--- config.mk ---
export PLATFORM = sky130hd
export DESIGN_NAME = dfp_fan_pwm
export DESIGN_NICKNAME = d
export VERILOG_FILES = /design/src/rtl/dfp_pkg.sv /design/src/rtl/dfp_fan_pwm.sv
export SDC_FILE = /design/constraint.sdc
export NUM_CORES = 1
export LEC_CHECK = 0
export BUFFER_PORTS_ARGS = -buffer_cell sky130_fd_sc_hd__clkbuf_2
export CAP_MARGIN = 20
export CORE_ASPECT_RATIO = 1.5
export CORE_MARGIN = 2
export CORE_UTILIZATION = 40
export CTS_BUF_LIST = sky130_fd_sc_hd__clkbuf_8
export DETAILED_ROUTE_END_ITERATION = 8
export PLACE_DENSITY = 0.66
export SLEW_MARGIN = 20
export SYNTH_ARGS = -nofsm -noshare
export SYNTH_HDL_FRONTEND = slang
export SYNTH_SLANG_ARGS = --single-unit
--- constraint.sdc ---
create_clock -name clk_i -period 5.5 [get_ports clk_i]
set_input_delay 0.275 -clock clk_i [delete_from_list [all_inputs] [get_ports clk_i]]
set_output_delay 0.275 -clock clk_i [all_outputs]
set_load 0.01 [all_outputs]
--- src/rtl/dfp_pkg.sv ---
// ----------------------------------------------------------------------
// dual fan pwm constants
// ----------------------------------------------------------------------
package dfp_pkg;
    // bus geometry
    localparam int         DFP_ADR_W        = 10;       // byte address width
    localparam int         DFP_DAT_W        = 32;       // wishbone data width
    // register indices, byte address is four times the index
    localparam logic [7:0] DFP_IDX_SET_ONE  = 8'h56;    // fan_pwm_setting_one
    localparam logic [7:0] DFP_IDX_SET_TWO  = 8'h57;    // fan_pwm_setting_two
    localparam logic [7:0] DFP_IDX_CTRL     = 8'h58;    // fan clock control bits
    localparam logic [7:0] DFP_IDX_STAT     = 8'h60;    // channel status, read only
    // reset values
    localparam logic [7:0] DFP_SET_RST      = 8'h00;    // both setting registers
    localparam logic [3:0] DFP_CTRL_RST     = 4'h0;     // clock source and multipliers
    // setting register fields
    localparam int         DFP_F_FORCE      = 0;        // force pin high
    localparam int         DFP_F_DUTY_LO    = 1;        // duty code low bit
    localparam int         DFP_F_CSEL       = 7;        // clock select
    // control register fields, per channel ch: source at ch, multiplier at ch+2
    localparam int         DFP_F_SRC        = 0;        // first clock source bit
    localparam int         DFP_F_MUL        = 2;        // first multiplier bit
    // status register fields
    localparam int         DFP_F_ST_OUT     = 0;        // pin levels at bits 1:0
    localparam int         DFP_F_ST_CNT1    = 8;        // first period counter
    localparam int         DFP_F_ST_CNT2    = 16;       // second period counter
    // pwm geometry
    localparam int         DFP_DUTY_W       = 6;        // steps per period is 64
    localparam logic [5:0] DFP_CNT_LAST     = 6'h3f;    // last step of a period
    localparam int         DFP_DIV_W        = 16;       // step divider width
endpackage

--- src/rtl/dfp_fan_pwm.sv ---
`timescale 1ns/10ps
// Function
// - bit0 of setting one forces pin one high
// - bit0 of setting two forces pin two high
// - duty code gives high steps out of 64
// - channel one rate from select, source, multiplier
// - channel two rate from select, source, multiplier
// - control bit 2 doubles channel one rate
// - control bit 3 doubles channel two rate
// - control bits 0,1 sources; 2,3 multipliers
module dfp_fan_pwm #(
    parameter logic [15:0] DIV_S0_C0 = 16'h0040,       // steps of clk per pwm step
    parameter logic [15:0] DIV_S0_C1 = 16'h0080,
    parameter logic [15:0] DIV_S1_C0 = 16'h0100,
    parameter logic [15:0] DIV_S1_C1 = 16'h0200
) (
    input  wire logic                          clk_i,
    input  wire logic                          rst_i,
    input  wire logic                          ce_i,
    input  wire logic                          wb_cyc_i,
    input  wire logic                          wb_stb_i,
    input  wire logic                          wb_we_i,
    input  wire logic [dfp_pkg::DFP_ADR_W-1:0] wb_adr_i,
    input  wire logic [3:0]                    wb_sel_i,
    input  wire logic [dfp_pkg::DFP_DAT_W-1:0] wb_dat_i,
    output logic      [dfp_pkg::DFP_DAT_W-1:0] wb_dat_o,
    output logic                               wb_ack_o,
    output logic                               fan_drive_out_one_o,
    output logic                               fan_drive_out_two_o
);
    import dfp_pkg::*;

    // ------------------------------------------------------------------
    // state
    // ------------------------------------------------------------------
    logic [7:0]            set_q    [2];    // software setting registers
    logic [3:0]            ctrl_q;          // clock sources and multipliers
    logic [DFP_DUTY_W-1:0] shadow_q [2];    // duty code in force this period
    logic [DFP_DUTY_W-1:0] cnt_q    [2];    // free period counters
    logic [DFP_DIV_W-1:0]  pre_q    [2];    // step prescalers
    logic [DFP_DIV_W-1:0]  lim      [2];    // prescaler terminal value
    logic                  out_q    [2];    // pin flops
    logic                  ack_q;           // bus answer
    logic [DFP_DAT_W-1:0]  rdat_q;          // read data
    logic [7:0]            idx;             // word index of access
    logic                  wr_go;           // write commits this edge

    // ------------------------------------------------------------------
    // step rate decode
    // ------------------------------------------------------------------
    // base divider from source and select, multiplier halves it;
    // a divider of zero would wrap the limit, so it is clamped to one step
    function automatic logic [DFP_DIV_W-1:0] step_lim(input logic src,
                                                     input logic sel,
                                                     input logic mul);
        logic [DFP_DIV_W-1:0] d;
        case ({src, sel})
            2'b00:   d = DIV_S0_C0;
            2'b01:   d = DIV_S0_C1;
            2'b10:   d = DIV_S1_C0;
            default: d = DIV_S1_C1;
        endcase
        if (mul) begin
            d = d >> 1;     // doubled output frequency
        end
        if (d == 16'h0000) begin
            d = 16'h0001;
        end
        return d - 16'h0001;
    endfunction

    // per channel rate from its select bit and its control bits
    always_comb begin
        for (int ch = 0; ch < 2; ch++) begin
            lim[ch] = step_lim(ctrl_q[DFP_F_SRC + ch],
                               set_q[ch][DFP_F_CSEL],
                               ctrl_q[DFP_F_MUL + ch]);
        end
    end

    // ------------------------------------------------------------------
    // wishbone slave
    // ------------------------------------------------------------------
    assign idx   = wb_adr_i[DFP_ADR_W-1:2];
    // write lands on the edge where the master sees ack
    assign wr_go = ce_i & ack_q & wb_cyc_i & wb_stb_i & wb_we_i & wb_sel_i[0];

    // one wait state answer, dropped the cycle after
    always_ff @(posedge clk_i) begin
        if (rst_i) begin
            ack_q <= 1'b0;
        end else if (ce_i) begin
            ack_q <= wb_cyc_i & wb_stb_i & ~ack_q;
        end
    end

    // read mux, unmapped addresses answer zero
    always_ff @(posedge clk_i) begin
        if (rst_i) begin
            rdat_q <= '0;
        end else if (ce_i && wb_cyc_i && wb_stb_i && !ack_q) begin
            rdat_q <= '0;
            case (idx)
                DFP_IDX_SET_ONE: rdat_q[7:0] <= set_q[0];
                DFP_IDX_SET_TWO: rdat_q[7:0] <= set_q[1];
                DFP_IDX_CTRL:    rdat_q[3:0] <= ctrl_q;
                DFP_IDX_STAT: begin
                    rdat_q[DFP_F_ST_OUT]                         <= out_q[0];
                    rdat_q[DFP_F_ST_OUT+1]                       <= out_q[1];
                    rdat_q[DFP_F_ST_CNT1 +: DFP_DUTY_W]          <= cnt_q[0];
                    rdat_q[DFP_F_ST_CNT2 +: DFP_DUTY_W]          <= cnt_q[1];
                end
                default: rdat_q <= '0;  // unmapped reads zero
            endcase
        end
    end

    // setting registers, only byte lane 0 carries data
    always_ff @(posedge clk_i) begin
        if (rst_i) begin
            set_q[0] <= DFP_SET_RST;
            set_q[1] <= DFP_SET_RST;
        end else if (wr_go) begin
            if (idx == DFP_IDX_SET_ONE) begin
                set_q[0] <= wb_dat_i[7:0];
            end
            if (idx == DFP_IDX_SET_TWO) begin
                set_q[1] <= wb_dat_i[7:0];
            end
        end
    end

    // control bits; divisor bits of the real register live elsewhere
    always_ff @(posedge clk_i) begin
        if (rst_i) begin
            ctrl_q <= DFP_CTRL_RST;
        end else if (wr_go && idx == DFP_IDX_CTRL) begin
            ctrl_q <= wb_dat_i[3:0];
        end
    end

    // ------------------------------------------------------------------
    // pwm channels
    // ------------------------------------------------------------------
    // prescaler and period counter; a rate change restarts the step
    // once the prescaler reaches or passes the new limit, even mid period
    always_ff @(posedge clk_i) begin
        if (rst_i) begin
            for (int ch = 0; ch < 2; ch++) begin
                pre_q[ch]    <= '0;
                cnt_q[ch]    <= '0;
                shadow_q[ch] <= '0;
            end
        end else if (ce_i) begin
            for (int ch = 0; ch < 2; ch++) begin
                if (pre_q[ch] >= lim[ch]) begin
                    pre_q[ch] <= '0;
                    cnt_q[ch] <= cnt_q[ch] + 6'h01;
                    // reload duty only at the wrap: no runt pulse
                    if (cnt_q[ch] == DFP_CNT_LAST) begin
                        shadow_q[ch] <= set_q[ch][DFP_F_DUTY_LO +: DFP_DUTY_W];
                    end
                end else begin
                    pre_q[ch] <= pre_q[ch] + 16'h0001;
                end
            end
        end
    end

    // pin flops; force overrides at once, duty compares step count
    always_ff @(posedge clk_i) begin
        if (rst_i) begin
            out_q[0] <= 1'b0;
            out_q[1] <= 1'b0;
        end else if (ce_i) begin
            for (int ch = 0; ch < 2; ch++) begin
                out_q[ch] <= set_q[ch][DFP_F_FORCE] |
                             (cnt_q[ch] < shadow_q[ch]);
            end
        end
    end

    assign wb_ack_o            = ack_q;
    assign wb_dat_o            = rdat_q;
    assign fan_drive_out_one_o = out_q[0];
    assign fan_drive_out_two_o = out_q[1];

    // ------------------------------------------------------------------
    // assertions
    // ------------------------------------------------------------------
    property p_force_one;
        @(posedge clk_i) disable iff (rst_i)
        (ce_i && set_q[0][DFP_F_FORCE]) |=> fan_drive_out_one_o;
    endproperty
    a_force_one: assert property (p_force_one) else $error("pin one not forced high");

    property p_force_two;
        @(posedge clk_i) disable iff (rst_i)
        (ce_i && set_q[1][DFP_F_FORCE]) |=> fan_drive_out_two_o;
    endproperty
    a_force_two: assert property (p_force_two) else $error("pin two not forced high");

    property p_duty_cmp;
        @(posedge clk_i) disable iff (rst_i)
        (ce_i && !set_q[0][DFP_F_FORCE]) |=>
            (fan_drive_out_one_o == ($past(cnt_q[0]) < $past(shadow_q[0])));
    endproperty
    a_duty_cmp: assert property (p_duty_cmp) else $error("pin one duty wrong");

    property p_last_low;
        @(posedge clk_i) disable iff (rst_i)
        (ce_i && !set_q[1][DFP_F_FORCE] && cnt_q[1] == DFP_CNT_LAST) |=> !fan_drive_out_two_o;
    endproperty
    a_last_low: assert property (p_last_low) else $error("last step not low");

    property p_step_one;
        @(posedge clk_i) disable iff (rst_i)
        (ce_i && pre_q[0] == lim[0]) |=> (cnt_q[0] == $past(cnt_q[0]) + 6'h01 && pre_q[0] == 0);
    endproperty
    a_step_one: assert property (p_step_one) else $error("channel one step missed");

    property p_step_two;
        @(posedge clk_i) disable iff (rst_i)
        (ce_i && pre_q[1] < lim[1]) |=> (cnt_q[1] == $past(cnt_q[1]));
    endproperty
    a_step_two: assert property (p_step_two) else $error("channel two stepped early");

    property p_mul_one;
        @(posedge clk_i) disable iff (rst_i)
        (ctrl_q[DFP_F_MUL] && lim[0] > 0) |->
            ((lim[0] + 16'h0001) == (step_lim(ctrl_q[0], set_q[0][7], 1'b0) + 16'h0001) >> 1);
    endproperty
    a_mul_one: assert property (p_mul_one) else $error("channel one not doubled");

    property p_mul_two;
        @(posedge clk_i) disable iff (rst_i)
        (!ctrl_q[DFP_F_MUL+1]) |-> (lim[1] == step_lim(ctrl_q[1], set_q[1][7], 1'b0));
    endproperty
    a_mul_two: assert property (p_mul_two) else $error("channel two rate wrong");

    property p_ctrl_wr;
        @(posedge clk_i) disable iff (rst_i)
        (wr_go && idx == DFP_IDX_CTRL) |=> (ctrl_q == $past(wb_dat_i[3:0]));
    endproperty
    a_ctrl_wr: assert property (p_ctrl_wr) else $error("control write lost");

    property p_shadow_hold;
        @(posedge clk_i) disable iff (rst_i)
        !(ce_i && pre_q[0] >= lim[0] && cnt_q[0] == DFP_CNT_LAST) |=> $stable(shadow_q[0]);
    endproperty
    a_shadow_hold: assert property (p_shadow_hold)
        else $error("duty changed mid period");

    c_force:  cover property (@(posedge clk_i) set_q[0][DFP_F_FORCE] ##1 fan_drive_out_one_o);
    c_wrap:   cover property (@(posedge clk_i) ce_i && pre_q[1] >= lim[1] && cnt_q[1] == 6'h3f);
    c_double: cover property (@(posedge clk_i) ctrl_q[DFP_F_MUL] && cnt_q[0] == 6'h20);
endmodule

## After elaboration in Yosys (flattened, before gate mapping)

Memories as Yosys holds them, arrays and structs flattened.
Cells that the tools add are included.

- Add/sub/neg operators: 6
- $lt $le $gt $ge: 4
- Equal/unequal tests: 10
- Multiplexer cells: 62
- Bitwise logic cells: 22
- Reductions and logical operators: 9

Operators by type and width:

| cell | count |
|---|---|
| 16-bit two-way mux | 8 |
| 10-bit one-hot mux with 3 select lines | 2 |
| 1-bit two-way mux | 41 |
| 6-bit two-way mux | 6 |
| 16-bit by 1-bit adder with 16-bit output, second input constant | 2 |
| 8-bit by 7-bit == test with 1-bit output, second input constant | 4 |
| 16-bit greater-or-equal comparator | 2 |
| 16-bit logical NOT | 2 |
| 16-bit by 1-bit subtractor with 16-bit output, second input constant | 2 |
| 8-bit two-way mux | 2 |
| 1-bit bitwise OR | 14 |
| 6-bit by 1-bit adder with 6-bit output, second input constant | 2 |
| 6-bit == test, second input constant | 2 |
| 6-bit < comparator | 2 |
| 2-bit one-hot mux with 4 select lines | 1 |
| 4-bit one-hot mux with 2 select lines | 1 |
| 1-bit bitwise AND | 7 |
| 2-bit one-hot mux with 3 select lines | 1 |
| 2-bit by 1-bit == test with 1-bit output, second input constant | 2 |
| 2-bit == test, second input constant | 2 |
| 1-bit logical AND | 4 |
| 2-bit logical NOT | 2 |
| 1-bit logical NOT | 1 |
| 1-bit inverter | 1 |

- Flip-flop bits (word level): 25
- RAM bits: 74
- Input bits: 52
- Output and inout port bits: 35
- Memories kept: 5

Memory list:

| name | depth | bits a word | rd ports | clocked after memory_dff | wr ports | RTL line | RTL |
|---|---|---|---|---|---|---|---|
| pre_q | 2 | 16 | 2 | 0 | 2 | dfp_fan_pwm.sv:40 | `logic [DFP_DIV_W-1:0] pre_q [2];` |
| set_q | 2 | 8 | 2 | 0 | 2 | dfp_fan_pwm.sv:36 | `logic [7:0] set_q [2];` |
| cnt_q | 2 | 6 | 2 | 0 | 2 | dfp_fan_pwm.sv:39 | `logic [DFP_DUTY_W-1:0] cnt_q [2];` |
| shadow_q | 2 | 6 | 2 | 0 | 2 | dfp_fan_pwm.sv:38 | `logic [DFP_DUTY_W-1:0] shadow_q [2];` |
| out_q | 2 | 1 | 2 | 0 | 2 | dfp_fan_pwm.sv:42 | `logic out_q [2];` |

## Longest topological paths before layout

Gate-level depths: netlist (run 1).
An unclocked memory read counts as a cell.

- Depth after elaboration: 14
- Mapped depth: 11
- Depth with buffers taken out: 9

## Least setup slack after synthesis (run 1)

OpenSTA, ideal clock, no wires.

- Kind: register -> register
- From: mem set_q[0][7]
- To: mem shadow_q[0][0] (enable)
- Library setup time: 360 ps
- Data arrival time: 1936 ps
- Required time: 5140 ps
- Setup slack: 3204 ps
- Stages on the path, launching flop included: 9
- Path buffers: 0
- Clock period less this slack: 2296 ps
- Cell sequence: edfxtp_1 nor2b_1 nand2_1 ha_1 nand4_1 or4_1 o21ai_2 nand2_1 o21bai_1

RTL lines:

| element | RTL line |
|---|---|
| start: declaration | dfp_fan_pwm.sv:36 |
| end: declaration | dfp_fan_pwm.sv:38 |

==> results of run 1 <==
metal layers:
metal	vias to the layer above	share of wire (%)	track usage [%]
met5	-	0	0
met4	0	1.9	7.19
met3	13	4.3	2.68
met2	68	54	27.2
met1	1675	40	17.1
li1	1757	-	-
cells by family (layout without fill, tap and decap cells):
logic type	after synthesis	after routing	share of synthesized area (%)
flip-flops	99	99	52.6
AO/OA/AOI/OAI	64	64	8.86
AND/OR/NAND/NOR	196	196	19.5
buffers and inverters	42	77	4.47
multiplexers	4	4	0.773
adder cells (fa/ha/maj)	35	35	8.45
other	2	29	0.145
XOR/XNOR	31	31	5.24
worst max path at each step:
stage / endpoint
after global placement: shadow_q[0][0]$_SDFFCE_PN0P_
after floorplan: shadow_q[0][0]$_SDFFCE_PN0P_
after global routing: cnt_q[0][8]$_SDFFCE_PN0P_
after detailed placement: cnt_q[0][8]$_SDFFCE_PN0P_
final: cnt_q[0][8]$_SDFFCE_PN0P_
after CTS: cnt_q[0][8]$_SDFFCE_PN0P_
cell type report:
class | count | area [um^2] | area share [%]
Timing Repair Buffer | 45 | 225 | 3.92
Inverter | 16 | 60.1 | 1.05
Clock inverter | 7 | 78.8 | 1.37
Sequential cell | 99 | 2720 | 47.4
Clock buffer | 9 | 124 | 2.16
Multi-Input combinational cell | 359 | 2330 | 40.7
Tap cell | 156 | 195 | 3.40
cells in the final DEF (no fill, tap or decap), types with 8 or more instances in the layout:
master    synthesis  final
edfxtp_1         74     74
and3_1            9      9
nor2b_1          17     17
ha_1             35     35
nor2_1           69     69
inv_1            16     16
conb_1            2     29
dfxtp_1          25     25
and2_1           11     11
xnor2_1          13     13
clkbuf_2          1     45
nand3_1          18     18
nor2_4            8      8
xor2_1           18     18
a22oi_1          16     16
clkbuf_8          0      9
nand2_1          28     28
nor3_1           11     11
a21oi_1          14     14
registers in the layout, indices dropped and copies added, names as in the netlist:
name      cells
cnt_q        12
ctrl_q        4
out_q         2
pre_q        32
set_q        16
shadow_q     12
wb_ack_o      1
wb_dat_o     20
power groups by stage:
stage	clock, uW	sequential, uW	combinational, uW
finish	482	868	132
global route	519	874	151
CTS	493	868	134
detailed placement	0	885	132
global placement	0	883	128
floorplan	0	876	105
worst reg2reg max path, cell delays in order, from the launching register on:
cell and delay, ps:
edfxtp_1 470, inv_1 90, ha_1 220, nand2b_1 140, a211o_1 300, a21oi_1 190, o21ai_2 150, o21ai_1 700
nor2_1 130
metrics by stage:
step	cell area, um^2	cells	util, %	setup WS (ps)	power [uW]
floorplan	5280	500	-	3200	982
global placement	5530	675	44.0	2830	1010
detailed placement	5530	675	44.0	2790	1020
CTS	5730	691	45.6	2760	1490
global route	5740	691	45.6	2580	1540
finish	5740	691	45.6	2820	1480
==> results by group, run 1 <==
STA
  • Tcrit/Tclk final: between 40% and 50%
  • Min cycle time layout: roughly 2700 ps
  • RSZ-0062 raised after global routing: no
  • Peak Freq: between 0.3 and 0.4 GHz
  • Max Clock Skew: between 10 and 15 ps
  • Setup tns final: 0 ps
  • Endpoints failing hold: 0
  • WHS: between 150 and 200 ps
  • Slew headroom: about a third
  • Worst Max-Slew Pin Slew: 991 ps
  • Final slew viol count: 0
  • Final setup violation count: 0

Setup path
  • Stages on worst setup path: 8
  • Critical path arrival: between 2000 and 3000 ps
  • Cell family with most CP delay: compound AO/OA/AOI/OAI gates
  • Crit. End Element: flip-flop
  • Cell chain of the critical path: inv_1 > ha_1 > nand2b_1 > a211o_1 > a21oi_1 > o21ai_2 > o21ai_1 > nor2_1
  • Crit Path Class: reg -> reg
  • Worst flop-to-flop path startpoint: pre_q[0][0]$_SDFFCE_PN0P_
  • Critical Path RT: between 5000 and 6000 ps
  • CP Max Fanout: 12
  • Reg2reg end: cnt_q[0][8]$_SDFFCE_PN0P_
  • Crit path from: pre_q[0][0]$_SDFFCE_PN0P_
  • Reg2Reg Setup Slack: ~2800 ps
  • CP peak stage delay: ~700 ps
  • Reg2reg path depth: 8
  • Setup crit start kind: flip-flop
  • Worst path bufs/invs: 1
  • CP max stage cell: o21ai_1

Yosys
  • Cells after synthesis: roughly 470
  • Yosys warns: 0
  • Ys flop type: edfxtp_1
  • Leading area contributor after synthesis: edfxtp_1
  • Count leader, synth: edfxtp_1
  • Count of unique library cells instantiated by Yosys: a little over 50
  • Dominant cells by area after synthesis: edfxtp_1 (43%), dfxtp_1 (9.7%), ha_1 (8.5%)
  • Number of synthesized flops with an enable pin: 74
  • Mapped cell area: 5180 um^2
  • Post-synth top cells: edfxtp_1 (74), nor2_1 (69), ha_1 (35)
  • Async SR Flop Fraction: 0%
  • Synth top area share: a little over two fifths
  • #FFs+latches synth: ~100
  • Average size of a mapped cell: 11.0 um^2
  • Post-synthesis sequential area ratio: a little over half

Worst hold path
  • WHS Path Cells: 3
  • Hold_sp: wb_dat_i[0]
  • WHS Endpoint: ctrl_q[0]$_SDFFE_PP0P_
  • Class of the worst hold path: in -> reg

Floorplanning
  • Starting Density: between 40% and 50%
  • Die width: roughly 97 um
  • Row cnt: 50
  • Die area: 13900 um^2
  • IO Pins: between 80 and 90
  • Die H: roughly 140 um
  • Core ar.: between 10000 and 15000 um^2

Place
  • DP Wirelength: around 7.5 mm
  • PortBufs: 45
  • Placer Congestion: between 0.8 and 0.9

Clock tree
  • TritonCTS clock tree: built
  • Total CTS buffers: 9
  • H-tree depth: 3
  • CTS resizes: 0
  • Max Root-Sink Buffers: 2
  • Sink Count: 99
  • CTS Hold Bufs: 0
  • Root Driver: clkbuf_8
  • Post-CTS Setup Inserts: 0
  • Clk_lat worst skew: roughly 380 ps
  • Clock slew at the register clock pins of the worst setup and hold paths: 100 ps

Power
  • Reg power frac: approximately three fifths
  • Sw Share: between 20% and 30%
  • Net Switching: 376 uW
  • Power density over the cells: 258 nW/um^2
  • P_leak: around 0.0023 uW
  • Clock power frac: 32.5%
  • Gate power share: under 10%
  • Worst VDD drop: 0.000121 V
  • Int Pwr: approximately 1100 uW

Finish
  • Diodes inserted: 0
  • Fraction of layout cells with a size suffix above 1: between 10% and 20%
  • Fill count: 1193
  • P&R area growth vs syn: 10.8%
  • NumNets Final: between 600 and 700

Global routing
  • Largest net degree at the start of global routing: 35
  • First-pass GRT wire length: ~17 mm
  • Vias in the first global route: roughly 3500
  • Initial antenna violation count: 0
  • GRT Resource Usage Total: ~15%
  • GRT overflow: 0

Routing
  • Drt drc: 0
  • Vias post-DR: 3513
  • WL/cell: around 14 um
  • Drt first-iter violations: approximately 160
  • Post-DR vias/cell: approximately 5
  • Iteration count of the initial detailed-routing pass: 4
  • Remaining antenna violation count after routing: 0
  • Wirelength, routed: 9.98 mm

Run
  • Max-Cap Viols: 0

Status
  • Outcome: finished clean
Note: power is estimated with default switching activity, not from simulation.
==> run 2: changes to the inputs <==
--- a/config.mk
+++ b/config.mk
@@ -12,7 +12,7 @@
 export CORE_UTILIZATION = 40
 export CTS_BUF_LIST = sky130_fd_sc_hd__clkbuf_8
 export DETAILED_ROUTE_END_ITERATION = 8
-export PLACE_DENSITY = 0.66
+export PLACE_DENSITY = 0.68
 export SLEW_MARGIN = 20
 export SYNTH_ARGS = -nofsm -noshare
 export SYNTH_HDL_FRONTEND = slang
==> constraint.sdc (replaced) <==
create_clock -name clk_i -period 2.3 [get_ports clk_i]
set_input_delay 0.115 -clock clk_i [delete_from_list [all_inputs] [get_ports clk_i]]
set_output_delay 0.115 -clock clk_i [all_outputs]
set_load 0.01 [all_outputs]
==> results by group, run 2 (synthesized netlist as in run 1, its figures left out) <==
Status
  • Outcome: finished with violations
  • Failing checks: negative setup slack

Finish
  • Max FFs per register: 32 (unchanged)
  • P&R area growth vs syn: 22.6%
  • Fraction of layout cells with a size suffix above 1: 26.3% (+11 points)
  • Diodes inserted: 0 (unchanged)
  • NumNets Final: 659 (+6.8%)
  • Most common cell after layout, fill and taps aside: edfxtp_1
  • Largest Register: pre_q
  • Non-Filler Instances: 733 (+6.1%)
  • Final core occ: 50.5% (+4.9 points)
  • Most frequent cells in the layout: edfxtp_1 (74), nor2_1 (60), clkbuf_2 (45), buf_4 (33), ha_1 (31)

STA
  • Final slew viol count: 0 (unchanged)
  • Final WS setup: -29.0 ps (-2850 ps)
  • Setup tns final: -224 ps (-224 ps)
  • Endpoints failing hold: 0 (unchanged)
  • Tcrit/Tclk final: 101% (+53 points)
  • Final setup violation count: 12 (+12)
  • RSZ-0062 raised after global routing: yes
  • Min cycle time layout: 2330 ps (-349 ps)
  • Peak Freq: 0.429 GHz (+15%)
  • Max Clock Skew: 14.8 ps (+0.210 ps)

Global routing
  • Largest net degree at the start of global routing: 35 (unchanged)
  • Vias in the first global route: 3735 (+5.3%)
  • GRT Resource Usage Total: 16.1% (+1.1 points)
  • GRT overflow: 0 (unchanged)
  • Initial antenna violation count: 0 (unchanged)
  • First-pass GRT wire length: 17.7 mm (+6.3%)

Setup path
  • Reg2Reg Setup Slack: -30 ps (-2850 ps)
  • Reg2reg path depth: 11 (+3)
  • Crit. End Element: flip-flop
  • Reg2reg end: shadow_q[0][2]$_SDFFCE_PN0P_
  • Setup crit start kind: flip-flop
  • CP Max Fanout: 6 (-6)
  • Worst flop-to-flop path startpoint: set_q[0][15]$_DFFE_PP_
  • Critical path arrival: 2470 ps (-300 ps)
  • Crit Path Class: reg -> reg
  • Critical Path RT: 2440 ps (-3150 ps)

Clock tree
  • Total CTS buffers: 9 (unchanged)
  • Sink Count: 99 (unchanged)
  • H-tree depth: 3 (unchanged)
  • Root Driver: clkbuf_8
  • Clock slew at the register clock pins of the worst setup and hold paths: 90 ps (about the same)
  • TritonCTS clock tree: built
  • Clk_lat worst skew: 380 ps (about the same)
  • Max Root-Sink Buffers: 2 (unchanged)

Worst hold path
  • WHS Path Cells: 3 (unchanged)
  • WHS Endpoint: ctrl_q[2]$_SDFFE_PP0P_
  • Hold_sp: wb_dat_i[2]
  • Class of the worst hold path: in -> reg

Power
  • Worst VDD drop: 0.000275 V (+130%)
  • P_leak: 0.00254 uW (+12%)
  • Tot Pwr: 3630 uW (+140%)
  • Power density over the cells: 571 nW/um^2 (+120%)

Routing
  • Post-DR vias/cell: 5.11 (+0.47%)
  • Remaining antenna violation count after routing: 0 (unchanged)
  • Wirelength, routed: 11.3 mm (+13%)
  • Drt drc: 0 (unchanged)
  • WL/cell: 15.4 um (+6.4%)
  • Drt first-iter violations: 189 (+15%)
  • Vias post-DR: 3744 (+6.6%)
  • Iteration count of the initial detailed-routing pass: 4 (unchanged)

Place
  • Placer Congestion: 0.799 (-7.1%)
  • DP Wirelength: 8.11 mm (+7.8%)
  • Placed cells: 708 (+4.9%)
  • PortBufs: 45 (unchanged)

Floorplanning
  • IO Pins: 87 (unchanged)
  • Die H: 143 um (unchanged)
  • Die area: 13900 um^2 (unchanged)
  • Die width: 96.9 um (unchanged)
  • Starting Density: 41.2% (unchanged)
  • Row cnt: 50 (unchanged)
  • Core ar.: 12600 um^2 (unchanged)

Run
  • Max-Cap Viols: 0 (unchanged)
==> run 2: critical path, cell delays in order, from the launching register on <==
cell and delay [ps]:
edfxtp_1 410, nand2b_4 170, nand2_1 120, ha_4 220, a21oi_1 120, nor2_1 80, a211oi_2 310, nor3_2 100
buf_4 150, a21oi_4 190, clkbuf_16 180, nor2b_1 40
==> run 2: layout make-up <==
| cell class | instances | area (um^2) |
|---|---|---|
| Fill cell | 1124 | 6220 |
| Sequential cell | 99 | 2720 |
| Clock inverter | 7 | 68.8 |
| Clock buffer | 9 | 124 |
| Multi-Input combinational cell | 359 | 2570 |
| Tap cell | 156 | 195 |
| Inverter | 16 | 60.1 |
| Timing Repair Buffer | 87 | 612 |
==> run 2: how the worst max path moves through the flow <==
stage,from,end,slack [ps]
5_1_grt,set_q[0][7]$_DFFE_PP_,shadow_q[0][0]$_SDFFCE_PN0P_,-160
2_1_floorplan,set_q[0][7]$_DFFE_PP_,shadow_q[0][0]$_SDFFCE_PN0P_,4
4_1_cts,set_q[0][7]$_DFFE_PP_,shadow_q[0][3]$_SDFFCE_PN0P_,-30
3_3_place_gp,set_q[0][7]$_DFFE_PP_,shadow_q[0][0]$_SDFFCE_PN0P_,-110
6_report,set_q[0][15]$_DFFE_PP_,shadow_q[0][2]$_SDFFCE_PN0P_,-30
3_5_place_dp,set_q[0][7]$_DFFE_PP_,shadow_q[0][3]$_SDFFCE_PN0P_,-110
==> run 2: timing repair <==
item                                    4_1_cts  5_1_grt
hold buffers                                  2        0
resized for setup                            10       45
endpoints found under the setup margin       46       74
pin swaps                                     2       28
hold endpoints to repair                      2        0
buffers inserted                              2        3
gates cloned                                  0        2
==> run 2: per-stage QoR <==
stage	area, um^2	setup WS (ps)	hold WS (ps)
after floorplan	5280	4.03	262
after global placement	5800	-105	385
after detailed placement	5800	-114	399
after CTS	6080	-27.7	1.50
after global routing	6350	-159	48.8
final	6350	-29.0	16.5
==> run 2: where the power goes <==
group / total [uW] / internal (uW) / switching, uW
clock network: 1130 / 504 / 626
registers: 2070 / 2000 / 72.1
logic: 429 / 189 / 239
total: 3630 / 2690 / 937
==> run 2: per-layer routing <==
layer | vias up | track usage [%] | routed length, um
met5 | - | 0 | 0
met4 | 0 | 8.38 | 291
met3 | 18 | 2.14 | 335
met2 | 88 | 29.9 | 6260
met1 | 1805 | 17.9 | 4380
li1 | 1833 | - | -
